--- config.mk ---
export PLATFORM = sky130hd
export DESIGN_NAME = adcsq_top
export DESIGN_NICKNAME = d
export VERILOG_FILES = /design/src/inc/adcsq_pkg.sv /design/src/design/adcsq_fifo.sv /design/src/design/adcsq_top.sv
export SDC_FILE = /design/constraint.sdc
export NUM_CORES = 2
export LEC_CHECK = 0
export ABC_AREA = 0
export ABC_CLOCK_PERIOD_IN_PS = 16300
export BUFFER_PORTS_ARGS = -buffer_cell sky130_fd_sc_hd__buf_2
export CORE_MARGIN = 3
export CORE_UTILIZATION = 40
export CTS_CLUSTER_DIAMETER = 100
export DETAILED_ROUTE_END_ITERATION = 6
export GPL_TIMING_DRIVEN = 0
export PLACE_DENSITY_LB_ADDON = 0.12
export SYNTH_ARGS = -nofsm -noshare
export SYNTH_HDL_FRONTEND = slang
export SYNTH_HIERARCHICAL = 1
export SYNTH_SLANG_ARGS = --single-unit
--- constraint.sdc ---
create_clock -name clk -period 16.3 [get_ports clk]
set_clock_uncertainty 0.2 [all_clocks]
set_input_delay 2.445 -clock clk [delete_from_list [all_inputs] [get_ports clk]]
set_output_delay 2.445 -clock clk [all_outputs]
set_load 0.02 [all_outputs]
--- src/inc/adcsq_pkg.sv ---
// Constants for the converter sequencer and event control.
// Assumes one 250 MHz system clock; all slower rates are enable pulses.
// Contract
// RULE1: Input selects pass codes 0-5, 8 ground, 9 half ref, 10 ref, 11.
// RULE2: Slow select clear uses 6 MHz sample clock, set uses 1 MHz.
// RULE3: Period code n gives 32 times two to the n sample clocks.
// RULE4: Results are 16-bit words, valid bits left aligned, 7 plus code.
// RULE5: Sample timing does not depend on which system oscillator runs.
// RULE6: Overflow flag sets when a result is ready and DMA not running.
// RULE7: Saturation flag sets when gain product leaves signed 16-bit range.
// RULE8: Full flag sets when DMA writes the last buffer location.
// RULE9: Half flag sets when DMA writes last location of lower half.
// RULE10: Data-ready flag sets on each new corrected result.
// RULE11: Flags clear only on write of one; zero writes do nothing.
// RULE12: Interrupt asserts only for set flags with matching enable bit.
// RULE13: While enabled, conversions run back to back continuously.
// RULE14: Enabling from disabled inserts a 21 us settling delay first.
// RULE15: After enable or config write, first conversion is discarded.
// RULE16: System oscillator switch triggers the same discard cycle.
// RULE17: Fresh enable: first result after settling plus doubled sample time.
// RULE18: Config writes do not stop a running sample DMA.
// RULE19: Software stops DMA before reconfiguring and clears overflow after.
// RULE20: Polled use: zero enables, configure, clear data flag, wait, read.
// RULE21: Polled DMA use: reset DMA, size 1, enable, clear full, wrap, wait.
// RULE22: DMA mode bit zero is linear, one is auto-wrap.
// RULE23: Linear DMA stops after the count and sets full; later overflows.
// RULE24: Gain product clamps to 0x7FFF or 0x8000 before final halving.
// RULE25: Buffer size counts 16-bit samples, not bytes.
// RULE26: Settling is counted from a fixed reference; data-ready stays clear.
package adcsq_pkg;
  localparam int unsigned CLK_MHZ       = 250;
  localparam int unsigned FAST_SCLK_MHZ = 6;
  localparam int unsigned SLOW_SCLK_MHZ = 1;
  // Divider counts per sample clock, rounded down to the nearest whole cycle
  localparam int unsigned FAST_DIV = CLK_MHZ / FAST_SCLK_MHZ;
  localparam int unsigned SLOW_DIV = CLK_MHZ / SLOW_SCLK_MHZ;
  localparam int unsigned SETTLE_NS = 21000;
  localparam int unsigned SETTLE_CYC = (SETTLE_NS * CLK_MHZ + 999) / 1000;
  localparam int unsigned BASE_SAMPLE_CLKS = 32;
  localparam int unsigned BASE_VALID_BITS  = 7;
  localparam logic [3:0] MUX_IN_LAST   = 4'h5;
  localparam logic [3:0] MUX_GND       = 4'h8;
  localparam logic [3:0] MUX_HALF_REF  = 4'h9;
  localparam logic [3:0] MUX_REF       = 4'hA;
  localparam logic [3:0] MUX_HALF_PADS = 4'hB;
  localparam logic [15:0] SAT_POS = 16'h7FFF;
  localparam logic [15:0] SAT_NEG = 16'h8000;
  // Event flag bit positions
  localparam int unsigned EV_OVF  = 0;
  localparam int unsigned EV_SAT  = 1;
  localparam int unsigned EV_FULL = 2;
  localparam int unsigned EV_HALF = 3;
  localparam int unsigned EV_DATA = 4;
  localparam int unsigned EV_N    = 5;
  typedef enum logic [1:0] {
    ADCSQ_IDLE,
    ADCSQ_SETTLE,
    ADCSQ_DISCARD,
    ADCSQ_RUN
  } adcsq_state_t;
endpackage
--- src/design/adcsq_fifo.sv ---
// Synchronous FIFO between the result datapath and the sample DMA.
// Assumes one clock; flush empties it in one cycle.
`timescale 1ns/1ns
`default_nettype none
module adcsq_fifo #(
  parameter int unsigned WIDTH = 16,
  parameter int unsigned DEPTH = 32
) (
  // Clock and reset
  input  wire logic             clk,
  input  wire logic             rstn,
  input  wire logic             flush,
  // Fill side
  input  wire logic             in_valid,
  output logic                  in_ready,
  input  wire logic [WIDTH-1:0] in_data,
  // Drain side
  output logic                  out_valid,
  input  wire logic             out_ready,
  output logic [WIDTH-1:0]      out_data
);
  localparam int unsigned AW = $clog2(DEPTH);
  logic [WIDTH-1:0] mem [DEPTH];
  logic [AW-1:0]    wp_q;
  logic [AW-1:0]    rp_q;
  logic [AW:0]      cnt_q;
  wire push = in_valid && in_ready;
  wire pop  = out_valid && out_ready;
  assign in_ready  = (cnt_q != (AW+1)'(DEPTH));
  assign out_valid = (cnt_q != '0);
  assign out_data  = mem[rp_q];
  always_ff @(posedge clk) begin
    if (push) begin
      mem[wp_q] <= in_data;
    end
  end
  always_ff @(posedge clk) begin
    if (!rstn || flush) begin
      wp_q  <= '0;
      rp_q  <= '0;
      cnt_q <= '0;
    end else begin
      if (push) begin
        wp_q <= (wp_q == AW'(DEPTH-1)) ? '0 : wp_q + 1'b1;
      end
      if (pop) begin
        rp_q <= (rp_q == AW'(DEPTH-1)) ? '0 : rp_q + 1'b1;
      end
      cnt_q <= cnt_q + (AW+1)'(push) - (AW+1)'(pop);
    end
  end
endmodule
`default_nettype wire

--- src/design/adcsq_top.sv ---
// Converter sequencer: sample timing, startup, correction, events, DMA.
// Assumes modulator count arrives on the system clock; RAM always accepts
// unless ram_ready is low.
`timescale 1ns/1ns
`default_nettype none
module adcsq_top #(
  parameter int unsigned SETTLE_CYCLES = adcsq_pkg::SETTLE_CYC,
  parameter int unsigned FIFO_DEPTH    = 32,
  parameter int unsigned ADDR_W        = 16
) (
  // Clock and reset
  input  wire logic              clk,
  input  wire logic              rstn,
  // Configuration
  input  wire logic              conv_enable,
  input  wire logic [3:0]        pos_input_select,
  input  wire logic [3:0]        neg_input_select,
  input  wire logic              slow_sample_clock_sel,
  input  wire logic [2:0]        period_sel,
  input  wire logic              cfg_write,
  input  wire logic              osc_switch,
  input  wire logic [15:0]       offset_val,
  input  wire logic [15:0]       gain_val,
  // Modulator
  input  wire logic [15:0]       raw_result,
  output logic [3:0]             mux_pos_q,
  output logic [3:0]             mux_neg_q,
  output logic                   sample_clk_en_q,
  // Result and events
  output logic [15:0]            result_q,
  output logic [4:0]             event_flags_q,
  input  wire logic [4:0]        event_flags_clr,
  input  wire logic [4:0]        event_enables,
  output logic                   conv_irq_q,
  // Sample DMA
  input  wire logic              sample_dma_reset,
  input  wire logic              sample_dma_start,
  input  wire logic              sample_dma_wrap_mode,
  input  wire logic [ADDR_W-1:0] buffer_start_addr,
  input  wire logic [ADDR_W-1:0] buffer_sample_count,
  output logic                   dma_running_q,
  output logic [ADDR_W-1:0]      dma_cur_addr_q,
  // RAM write port
  output logic                   ram_we_q,
  output logic [ADDR_W-1:0]      ram_addr_q,
  output logic [15:0]            ram_wdata_q,
  input  wire logic              ram_ready
);
  function automatic logic mux_ok(input logic [3:0] c);
    mux_ok = (c <= adcsq_pkg::MUX_IN_LAST) || (c == adcsq_pkg::MUX_GND)
          || (c == adcsq_pkg::MUX_HALF_REF) || (c == adcsq_pkg::MUX_REF)
          || (c == adcsq_pkg::MUX_HALF_PADS);
  endfunction

  adcsq_pkg::adcsq_state_t st_q;
  adcsq_pkg::adcsq_state_t st_d;
  logic [7:0]  div_q;
  logic [15:0] settle_q;
  logic [12:0] scnt_q;
  logic [ADDR_W-1:0] idx_q;

  // Sample clock divider; fixed to the system clock, not the oscillator
  wire [7:0] div_max = slow_sample_clock_sel ?          // [RULE2] [RULE5]
    8'(adcsq_pkg::SLOW_DIV - 1) : 8'(adcsq_pkg::FAST_DIV - 1);
  wire sclk_tick = (div_q >= div_max);
  wire [12:0] sample_len =                              // [RULE3]
    13'(adcsq_pkg::BASE_SAMPLE_CLKS) << period_sel;
  // Greater-or-equal so a shorter period mid-sample cannot miss the end
  wire sample_done = sclk_tick && (scnt_q >= sample_len - 13'h0001);
  wire reconfig = cfg_write || osc_switch;              // [RULE15] [RULE16]
  // Divider and sample count restart together so every sample is full length
  wire seq_hold = (st_q == adcsq_pkg::ADCSQ_IDLE)
               || (st_q == adcsq_pkg::ADCSQ_SETTLE) || reconfig;

  // Valid bits = 7 + period code, left aligned
  wire [4:0] vbits = 5'(adcsq_pkg::BASE_VALID_BITS) + 5'(period_sel);
  wire [15:0] vmask = 16'hFFFF << (5'd16 - vbits);      // [RULE4]
  wire [15:0] aligned = raw_result & vmask;

  // Offset, gain, clamp, halve
  wire signed [16:0] offs = $signed({aligned[15], aligned})
                          + $signed({offset_val[15], offset_val});
  wire signed [33:0] prod = offs * $signed({1'b0, gain_val});
  wire signed [18:0] scaled = prod[33:15];
  wire sat_hi = scaled > $signed({3'h0, adcsq_pkg::SAT_POS});
  wire sat_lo = scaled < -$signed({3'h0, adcsq_pkg::SAT_NEG});
  wire [15:0] clamped = sat_hi ? adcsq_pkg::SAT_POS :   // [RULE24]
                        sat_lo ? adcsq_pkg::SAT_NEG : scaled[15:0];
  wire [15:0] corrected = {clamped[15], clamped[15:1]};

  wire result_ev = (st_q == adcsq_pkg::ADCSQ_RUN) && sample_done
                   && !reconfig;
  wire discard_ev = (st_q == adcsq_pkg::ADCSQ_DISCARD) && sample_done;

  // Sequencer
  always_comb begin
    st_d = st_q;
    case (st_q)
      adcsq_pkg::ADCSQ_IDLE:
        if (conv_enable) st_d = adcsq_pkg::ADCSQ_SETTLE; // [RULE14]
      adcsq_pkg::ADCSQ_SETTLE:
        if (settle_q == 16'(SETTLE_CYCLES - 1))          // [RULE26]
          st_d = adcsq_pkg::ADCSQ_DISCARD;               // [RULE17]
      adcsq_pkg::ADCSQ_DISCARD:
        if (discard_ev && !reconfig) st_d = adcsq_pkg::ADCSQ_RUN;
      adcsq_pkg::ADCSQ_RUN:
        if (reconfig) st_d = adcsq_pkg::ADCSQ_DISCARD;   // [RULE15]
      default: st_d = adcsq_pkg::ADCSQ_IDLE;
    endcase
    if (!conv_enable) st_d = adcsq_pkg::ADCSQ_IDLE;      // [RULE13]
  end

  always_ff @(posedge clk) begin
    if (!rstn) begin
      st_q      <= adcsq_pkg::ADCSQ_IDLE;
      div_q     <= '0;
      settle_q  <= '0;
      scnt_q    <= '0;
    end else begin
      st_q      <= st_d;
      div_q     <= (sclk_tick || seq_hold) ? 8'h00 : div_q + 8'h01;
      settle_q  <= (st_q == adcsq_pkg::ADCSQ_SETTLE) ? settle_q + 16'h0001
                                                     : 16'h0000;
      if (seq_hold || sample_done) begin
        scnt_q <= '0;
      end else if (sclk_tick) begin
        scnt_q <= scnt_q + 13'h0001;
      end
    end
  end

  // Modulator controls
  always_ff @(posedge clk) begin
    if (!rstn) begin
      mux_pos_q       <= adcsq_pkg::MUX_GND;
      mux_neg_q       <= adcsq_pkg::MUX_HALF_REF;
      sample_clk_en_q <= 1'b0;
    end else begin
      if (mux_ok(pos_input_select)) mux_pos_q <= pos_input_select; // [RULE1]
      if (mux_ok(neg_input_select)) mux_neg_q <= neg_input_select; // [RULE1]
      sample_clk_en_q <= sclk_tick && (st_q == adcsq_pkg::ADCSQ_DISCARD
                         || st_q == adcsq_pkg::ADCSQ_RUN);
    end
  end

  // FIFO toward RAM; a full FIFO counts as the DMA not keeping up
  logic        f_in_ready;
  logic        f_out_valid;
  logic [15:0] f_out_data;
  wire         f_out_ready = ram_ready && dma_running_q;
  wire         dma_accept = result_ev && dma_running_q && f_in_ready;
  wire         last_idx  = (idx_q == buffer_sample_count - 1'b1);   // [RULE25]
  wire         half_idx  = (idx_q == (buffer_sample_count >> 1) - 1'b1);
  wire         drain = f_out_valid && f_out_ready;

  adcsq_fifo #(.WIDTH(16), .DEPTH(FIFO_DEPTH)) u_fifo (
    .clk       (clk),
    .rstn      (rstn),
    .flush     (sample_dma_reset),
    .in_valid  (dma_accept),
    .in_ready  (f_in_ready),
    .in_data   (corrected),
    .out_valid (f_out_valid),
    .out_ready (f_out_ready),
    .out_data  (f_out_data)
  );

  // Sample DMA; config writes leave it running
  always_ff @(posedge clk) begin
    if (!rstn || sample_dma_reset) begin
      dma_running_q  <= 1'b0;
      idx_q          <= '0;
      dma_cur_addr_q <= '0;
      ram_we_q       <= 1'b0;
      ram_addr_q     <= '0;
      ram_wdata_q    <= '0;
    end else begin
      ram_we_q <= drain;
      if (sample_dma_start && !dma_running_q) begin     // [RULE18]
        dma_running_q  <= 1'b1;
        idx_q          <= '0;
        dma_cur_addr_q <= buffer_start_addr;
      end else if (drain) begin
        ram_addr_q  <= dma_cur_addr_q;
        ram_wdata_q <= f_out_data;
        if (last_idx) begin
          idx_q          <= '0;
          dma_cur_addr_q <= buffer_start_addr;
          dma_running_q  <= sample_dma_wrap_mode;       // [RULE22] [RULE23]
        end else begin
          idx_q          <= idx_q + 1'b1;
          dma_cur_addr_q <= dma_cur_addr_q + ADDR_W'(2);
        end
      end
    end
  end

  // Events; a set in the same cycle beats the clear
  logic [4:0] ev_set;
  always_comb begin
    ev_set = '0;
    ev_set[adcsq_pkg::EV_OVF]  = result_ev && !dma_accept;     // [RULE6]
    ev_set[adcsq_pkg::EV_SAT]  = result_ev && (sat_hi || sat_lo); // [RULE7]
    ev_set[adcsq_pkg::EV_FULL] = drain && last_idx;            // [RULE8]
    ev_set[adcsq_pkg::EV_HALF] = drain && half_idx;            // [RULE9]
    ev_set[adcsq_pkg::EV_DATA] = result_ev;                    // [RULE10]
  end

  always_ff @(posedge clk) begin
    if (!rstn) begin
      event_flags_q <= '0;
      conv_irq_q    <= 1'b0;
      result_q      <= '0;
    end else begin
      event_flags_q <= (event_flags_q & ~event_flags_clr) | ev_set; // [RULE11]
      conv_irq_q    <= |(event_flags_q & event_enables);         // [RULE12]
      if (result_ev) result_q <= corrected;
    end
  end
endmodule
`default_nettype wire

# --- Yosys cells after proc, flatten, opt, wreduce, memory -nomap -nowiden ---
# Memories as Yosys holds them, arrays and structs flattened. A register that Yosys moved wholly into a read port is not among the register bits.
# Index checks and enable logic that the tools add are counted.
op_classes:
  multipliers: 1
  shifts: 2
  bitwise_logic: 7
  order_cmp: 6
  mux: 18
  eq_ne: 20
  reduce_logical: 49
  add_sub_neg: 15
op_table:
  columns: ["op", "n"]
  rows:
  - ["2-to-1 mux 16 bit", 6]
  - ["multiplier 17 x 17 -> 34 bit", 1]
  - ["adder 16 x 1 -> 16 bit (second input constant)", 2]
  - ["== test 16 bit", 2]
  - ["== test 4 bit (second input constant)", 8]
  - ["greater-than comparator 19 x 16 -> 1 bit (second input constant)", 1]
  - ["less-than comparator 19 x 16 -> 1 bit (second input constant)", 1]
  - ["adder 16 x 16 -> 17 bit", 1]
  - ["adder 16 x 2 -> 16 bit (second input constant)", 1]
  - ["bitwise AND 16 bit", 1]
  - ["== test 16 x 13 -> 1 bit (second input constant)", 1]
  - ["logical AND 1 bit", 16]
  - ["logical OR 1 bit", 16]
  - ["left shift 16 x 5 -> 16 bit (first input constant)", 1]
  - ["subtractor 15 x 1 -> 16 bit (second input constant)", 1]
  - ["subtractor 16 x 1 -> 16 bit (second input constant)", 1]
  - ["adder 13 x 1 -> 13 bit (second input constant)", 1]
  - [">= comparator 13 bit", 1]
  - ["left shift 6 x 3 -> 13 bit (first input constant)", 1]
  - ["subtractor 13 x 1 -> 13 bit (second input constant)", 1]
  - ["adder 5 x 1 -> 5 bit (second input constant)", 2]
  - ["bitwise AND 5 bit", 2]
  - ["== test 5 bit (second input constant)", 2]
  - ["2-to-1 mux 5 bit", 2]
  - ["27 further kinds", 46]
totals:
  in_bits: 111
  memories: 1
  ff_bits: 135
  ram_bits: 512
  elab_cells: 137
memory_table:
  columns: ["name", "words", "width", "rd", "rd_ports_with_merged_regs", "write_ports", "line", "text"]
  rows:
  - ["u_fifo.mem", 32, 16, 1, 1, 1, "adcsq_fifo.sv:23", "logic [WIDTH-1:0] mem [DEPTH];"]

# --- Depth between registers and ports, before layout ---
logic_depth:
  ltp_word: 11
  depth_mapped: 42
  mapped_depth_nobuf: 39

# --- Hierarchy ---
# The synthesis kept the hierarchy.
modules_own_cells:
  columns: ["module", "area_per_inst_um2", "seq_area_each_um2", "instances", "cells_per_inst"]
  rows:
  - ["adcsq_fifo", 20757.4, 15795.1, 1, 1078]
  - ["adcsq_top", 18026.0, 2702.6, 1, 2124]

# --- Worst setup path after synthesis ---
# OpenSTA, ideal clock, no wires.
synth_timing:
  path_kind: "input -> register"
  from: "input period_sel[2]"
  to: "memory u_fifo.mem[0][14], data pin"
  required_ns: 15.526
  path_stages: 38
  setup_slack_ns: 3.361
  arrival_ns: 12.165
  setup_ns: 0.574
  cell_sequence: "inv_1 ha_1 clkbuf_1 nor2_1 and3_1 ha_1 inv_1 fa_1 nor2b_1 o21ai_0 a21boi_0 o21ai_0 a21boi_0 o2111ai_1 nand3_1 nand3_1 a32o_1 clkbuf_1 [2 not listed] fa_1 clkbuf_1 xnor2_1 xnor2_1 fa_1 fa_1 inv_1 fa_1 inv_1 ha_1 nand3_1 nor2_1 nand2_1 nand2_1 a31oi_1 o21ai_1 nor2_1 xnor2_1"
synth_via:
  elab_chain_len: 9
  elab_cells_between_ends: 10
  classes_between: "3 x add/sub; 1 x mul; 2 x order compare; 1 x shift; 2 x mux; 1 x bitwise"
synth_rtl:
  columns: ["item", "line", "text"]
  rows:
  - ["start: declaration", "adcsq_top.sv:19", "input wire logic [2:0] period_sel,"]
  - ["adder 3 x 3 -> 4 bit *", "adcsq_top.sv:76", "wire [4:0] vbits = 5'(adcsq_pkg::BASE_VALID_BITS) + 5'(period_sel);"]
  - ["subtractor 5 x 4 -> 5 bit *", "adcsq_top.sv:77", "wire [15:0] vmask = 16'hFFFF << (5'd16 - vbits);"]
  - ["left shift 16 x 5 -> 16 bit *", "adcsq_top.sv:77", null]
  - ["bitwise AND 16 bit *", "adcsq_top.sv:78", "wire [15:0] aligned = raw_result & vmask;"]
  - ["adder 16 x 16 -> 17 bit *", "adcsq_top.sv:82", "+ $signed({offset_val[15], offset_val});"]
  - ["multiplier 17 x 17 -> 34 bit *", "adcsq_top.sv:83", "wire signed [33:0] prod = offs * $signed({1'b0, gain_val});"]
  - ["less-than comparator 19 x 16 -> 1 bit", "adcsq_top.sv:86", "wire sat_lo = scaled < -$signed({3'h0, adcsq_pkg::SAT_NEG});"]
  - ["2-to-1 mux 16 bit", "adcsq_top.sv:88", "sat_lo ? adcsq_pkg::SAT_NEG : scaled[15:0];"]
  - ["2-to-1 mux 16 bit *", "adcsq_top.sv:87", "wire [15:0] clamped = sat_hi ? adcsq_pkg::SAT_POS :"]
  - ["named net clamped[15]", "adcsq_top.sv:87", null]
  - ["end: declaration", "adcsq_fifo.sv:23", null]
# Mark *: on every way through the listed nets, which the timed path passes. The rest lies on a longest branch.

# --- Worst setup path after layout ---
layout_timing:
  from: "input period_sel[1]"
  to: "memory u_fifo.mem[18][9], data pin"
# The elaborated chain is that of the path after synthesis.

==> flow_summary.yaml <==
sta:
  rsz0062_at_grt: "no"
  holdWs_ps: 249
  finalCritPeriodShare: 0.928
  fin_crit_ps: 15130
  slew_viol_final: 0
  fmax_ghz: 0.0661
  finalSetupViolCount: 0
  hold_violations: 0
  timing.final.ws_setup_ps: 1170
  worst_slew_pin_slew_ps: 1280
  max_slew_margin: 0.144
hold_path:
  hold_path.class: "flop to flop"
  whs_endpoint: "ram_wdata_q[0]"
  hold_start: "ram_wdata_q[0]"
  hold_path_depth: 2
route:
  wl_per_cell_microns: 21.8
  drt_pass1_iterations: 6
  routed_wl_microns: 104000
  m1WireLength_microns: 44300
  routed_via_density: 5.25
  vias: 25171
  dr_wl_met3_microns: 4370
  drc_errors: 0
  drtIter0Drc: 1770
  highest_layer: "met4"
  ant_nets: 0
  wl_met2_microns: 52200
critical_path:
  critPathRequiredTime_ps: 16370
  critPathKind: "input port to flop"
  slowest_delay_ps: 970
  cp-start-kind: "input port"
  crit_start: "period_sel[1]"
  crit-reg2reg-launch: "div_q[0]"
  crit_fanout: 33
  rrSetupSlack_ps: 11380
  ff2ff_path_depth: 15
  worst_r2r_endpoint: "u_fifo/mem[20][5]"
  crit_slowest_cell: "xnor2_1"
  arrival_ps: 15200
  crit_path_end_kind: "flop"
floorplanning:
  core_sq_um: 95600
  fp.dieW_microns: 317
  die_height_microns: 317
  rows: 113
  die_area_sq_um: 101000
  ios: 192
  start_util: 0.406
global_route:
  antenna_found_initial: 1
  grt_pass1_vias: 26179
  grt_pass1_wl_microns: 159000
  grt_start_max_net_pins: 33
  grt.overflow.total: 0
  grt_usage: 0.210
logic_synthesis:
  synth_cells: 3202
  ys_seq_elements: 668
  seq_area_frac_synth: 0.477
  async_flop_share: 0
  synth.net_count: 3730
  synth_edf_count: 512
  synthDistinctLibCells: 79
  ys.flop_type: "edfxtp_1"
  yosysWarningCount: 6
  netlist_area_sq_um: 38800
  syn_area_per_cell_sq_um: 12.1
cts:
  clk_pin_slew_ps: 60
  cts.path.max_buffers: 3
  cts_hold_buf: 0
  htreeDepth: 3
  clk_latency_ps: 610
  numClockSinks: 668
  cts_made_buffers: 67
  tritoncts: "built"
  cts_root_buf: "clkbuf_16"
outcome:
  outcome: "complete, no violations"
place:
  pre_cts_ws_ps: 15.8
  port_buffers: 184
  dpl.hpwl_microns: 79500
  place.gp.congestion: 0.865
cells_and_area:
  final_nets: 4007
  syn2layout_area_growth_pct: 13.1
  drive_gt1_frac: 0.138
  fillerInstances: 8817
flow_run:
  drv_cap: 0
[area by class of cell]
cell class                      count  area, sq um  area share
Buffer                            146          687      0.0157
Sequential cell                   668        18500       0.422
Antenna cell                        4         10.0    0.000228
Timing Repair Buffer              208         1280      0.0291
Inverter                          393         1480      0.0337
Tap cell                         1265         1580      0.0361
Multi-Input combinational cell   1995        18200       0.416
Clock buffer                       92         1850      0.0422
Clock inverter                     27          248     0.00565
[cells in the final DEF (no fill, tap or decap), types with 14 or more instances in the layout]
cell       count
nor2_1       142
or3_1         14
inv_1        391
dfxtp_1      156
nand3_1       81
xor2_1        58
nor3_1        33
and2_1       134
buf_8         15
and3_1        35
nor2b_1       31
clkbuf_16     69
buf_2        221
xnor2_1       77
mux2i_1      134
nand4_1       32
clkbuf_1     108
a22oi_1      107
mux4_2        64
nand2_1      270
nor2_2        25
ha_1         144
fa_1         273
nand2b_1      23
edfxtp_1     512
a21oi_1       94
o21ai_0       51
[flip-flops by register name (all words and copies together), names as in the netlist, named ones only]
name             flops
mux_pos_q            4
ram_wdata_q         16
event_flags_q        5
result_q            15
st_q                 2
idx_q               16
scnt_q              13
settle_q            16
u_fifo/wp_q          5
ram_we_q             1
sample_clk_en_q      1
u_fifo/rp_q          5
dma_cur_addr_q      16
conv_irq_q           1
ram_addr_q          16
div_q                8
dma_running_q        1
u_fifo/mem         512
mux_neg_q            4
u_fifo/cnt_q         6
[per-layer routing]
metal / vias up / global-route usage
met1: 12845 / 0.279
met3: 141 / 0.0249
met5: - / 0
met4: 0 / 0.0734
met2: 569 / 0.357
li1: 11616 / -
[through the flow]
stage	TNS (ps)	utilization	instances	instance area [sq um]
3_3_place_gp	-124630	0.432	4651	41300
6_report	0	0.459	4798	43900
3_5_place_dp	0	0.436	4673	41700
2_1_floorplan	0	-	3202	38800
4_1_cts	0	0.458	4792	43800
5_1_grt	0	0.459	4795	43900
[Yosys cell counts (all sizes together), types with 7 or more instances]
| cell | number | share of area |
|---|---|---|
| edfxtp | 512 | 0.40 |
| inv | 393 | 0.038 |
| fa | 273 | 0.14 |
| nand2 | 271 | 0.026 |
| nor2 | 167 | 0.016 |
| dfxtp | 156 | 0.081 |
| ha | 144 | 0.046 |
| and2 | 134 | 0.022 |
| mux2i | 134 | 0.035 |
| a22oi | 108 | 0.021 |
| a21oi | 94 | 0.012 |
| clkbuf | 89 | 0.0086 |
| nand3 | 81 | 0.010 |
| xnor2 | 78 | 0.018 |
| mux4 | 64 | 0.037 |
| xor2 | 58 | 0.013 |
| buf | 57 | 0.0091 |
| o21ai | 54 | 0.0070 |
| nor3 | 40 | 0.0052 |
| and3 | 35 | 0.0056 |
| nand4 | 32 | 0.0052 |
| nor2b | 31 | 0.0050 |
| a21o | 23 | 0.0045 |
| nand2b | 23 | 0.0037 |
| or3 | 14 | 0.0023 |
| a221o | 13 | 0.0034 |
| a31oi | 11 | 0.0018 |
| mux2 | 11 | 0.0037 |
| nor4 | 10 | 0.0020 |
| o21a | 10 | 0.0019 |
| o21bai | 7 | 0.0014 |
[what timing repair did]
item                       4_1_cts  5_1_grt
hold endpoints to repair         0        0
setup buffers                    0        0
setup endpoints to repair        0      184
gates resized for setup          0        6
[worst max path at each step]
stage | end | slack (ps) | cells after the start
after floorplan | u_fifo/mem[0][14] | 3360 | 38
after global placement | u_fifo/mem[29][14] | -1930 | 40
after detailed placement | u_fifo/mem[11][7] | 20 | 42
after CTS | u_fifo/mem[18][7] | 660 | 42
after global routing | u_fifo/mem[18][9] | 260 | 41
final | u_fifo/mem[18][9] | 1170 | 42
[cell families after synthesis]
| family | share of synthesized area |
|---|---|
| XOR/XNOR | 0.0307 |
| multiplexers | 0.0754 |
| other | 0.0000967 |
| buffers and inverters | 0.0558 |
| AO/OA/AOI/OAI | 0.0615 |
| AND/OR/NAND/NOR | 0.111 |
| adder cells (fa/ha/maj) | 0.189 |
| flip-flops | 0.477 |
[critical path: cells and delay by family]
family | cells | cell delay (ps)
fa+ha+maj | 10 | 4340
compound gates | 12 | 4210
buf+inv | 11 | 1890
simple gates | 8 | 1250
xor+xnor | 1 | 970
Power is not shown: default switching activity piles up to over one toggle a cycle in this logic, so the estimate is an artifact.
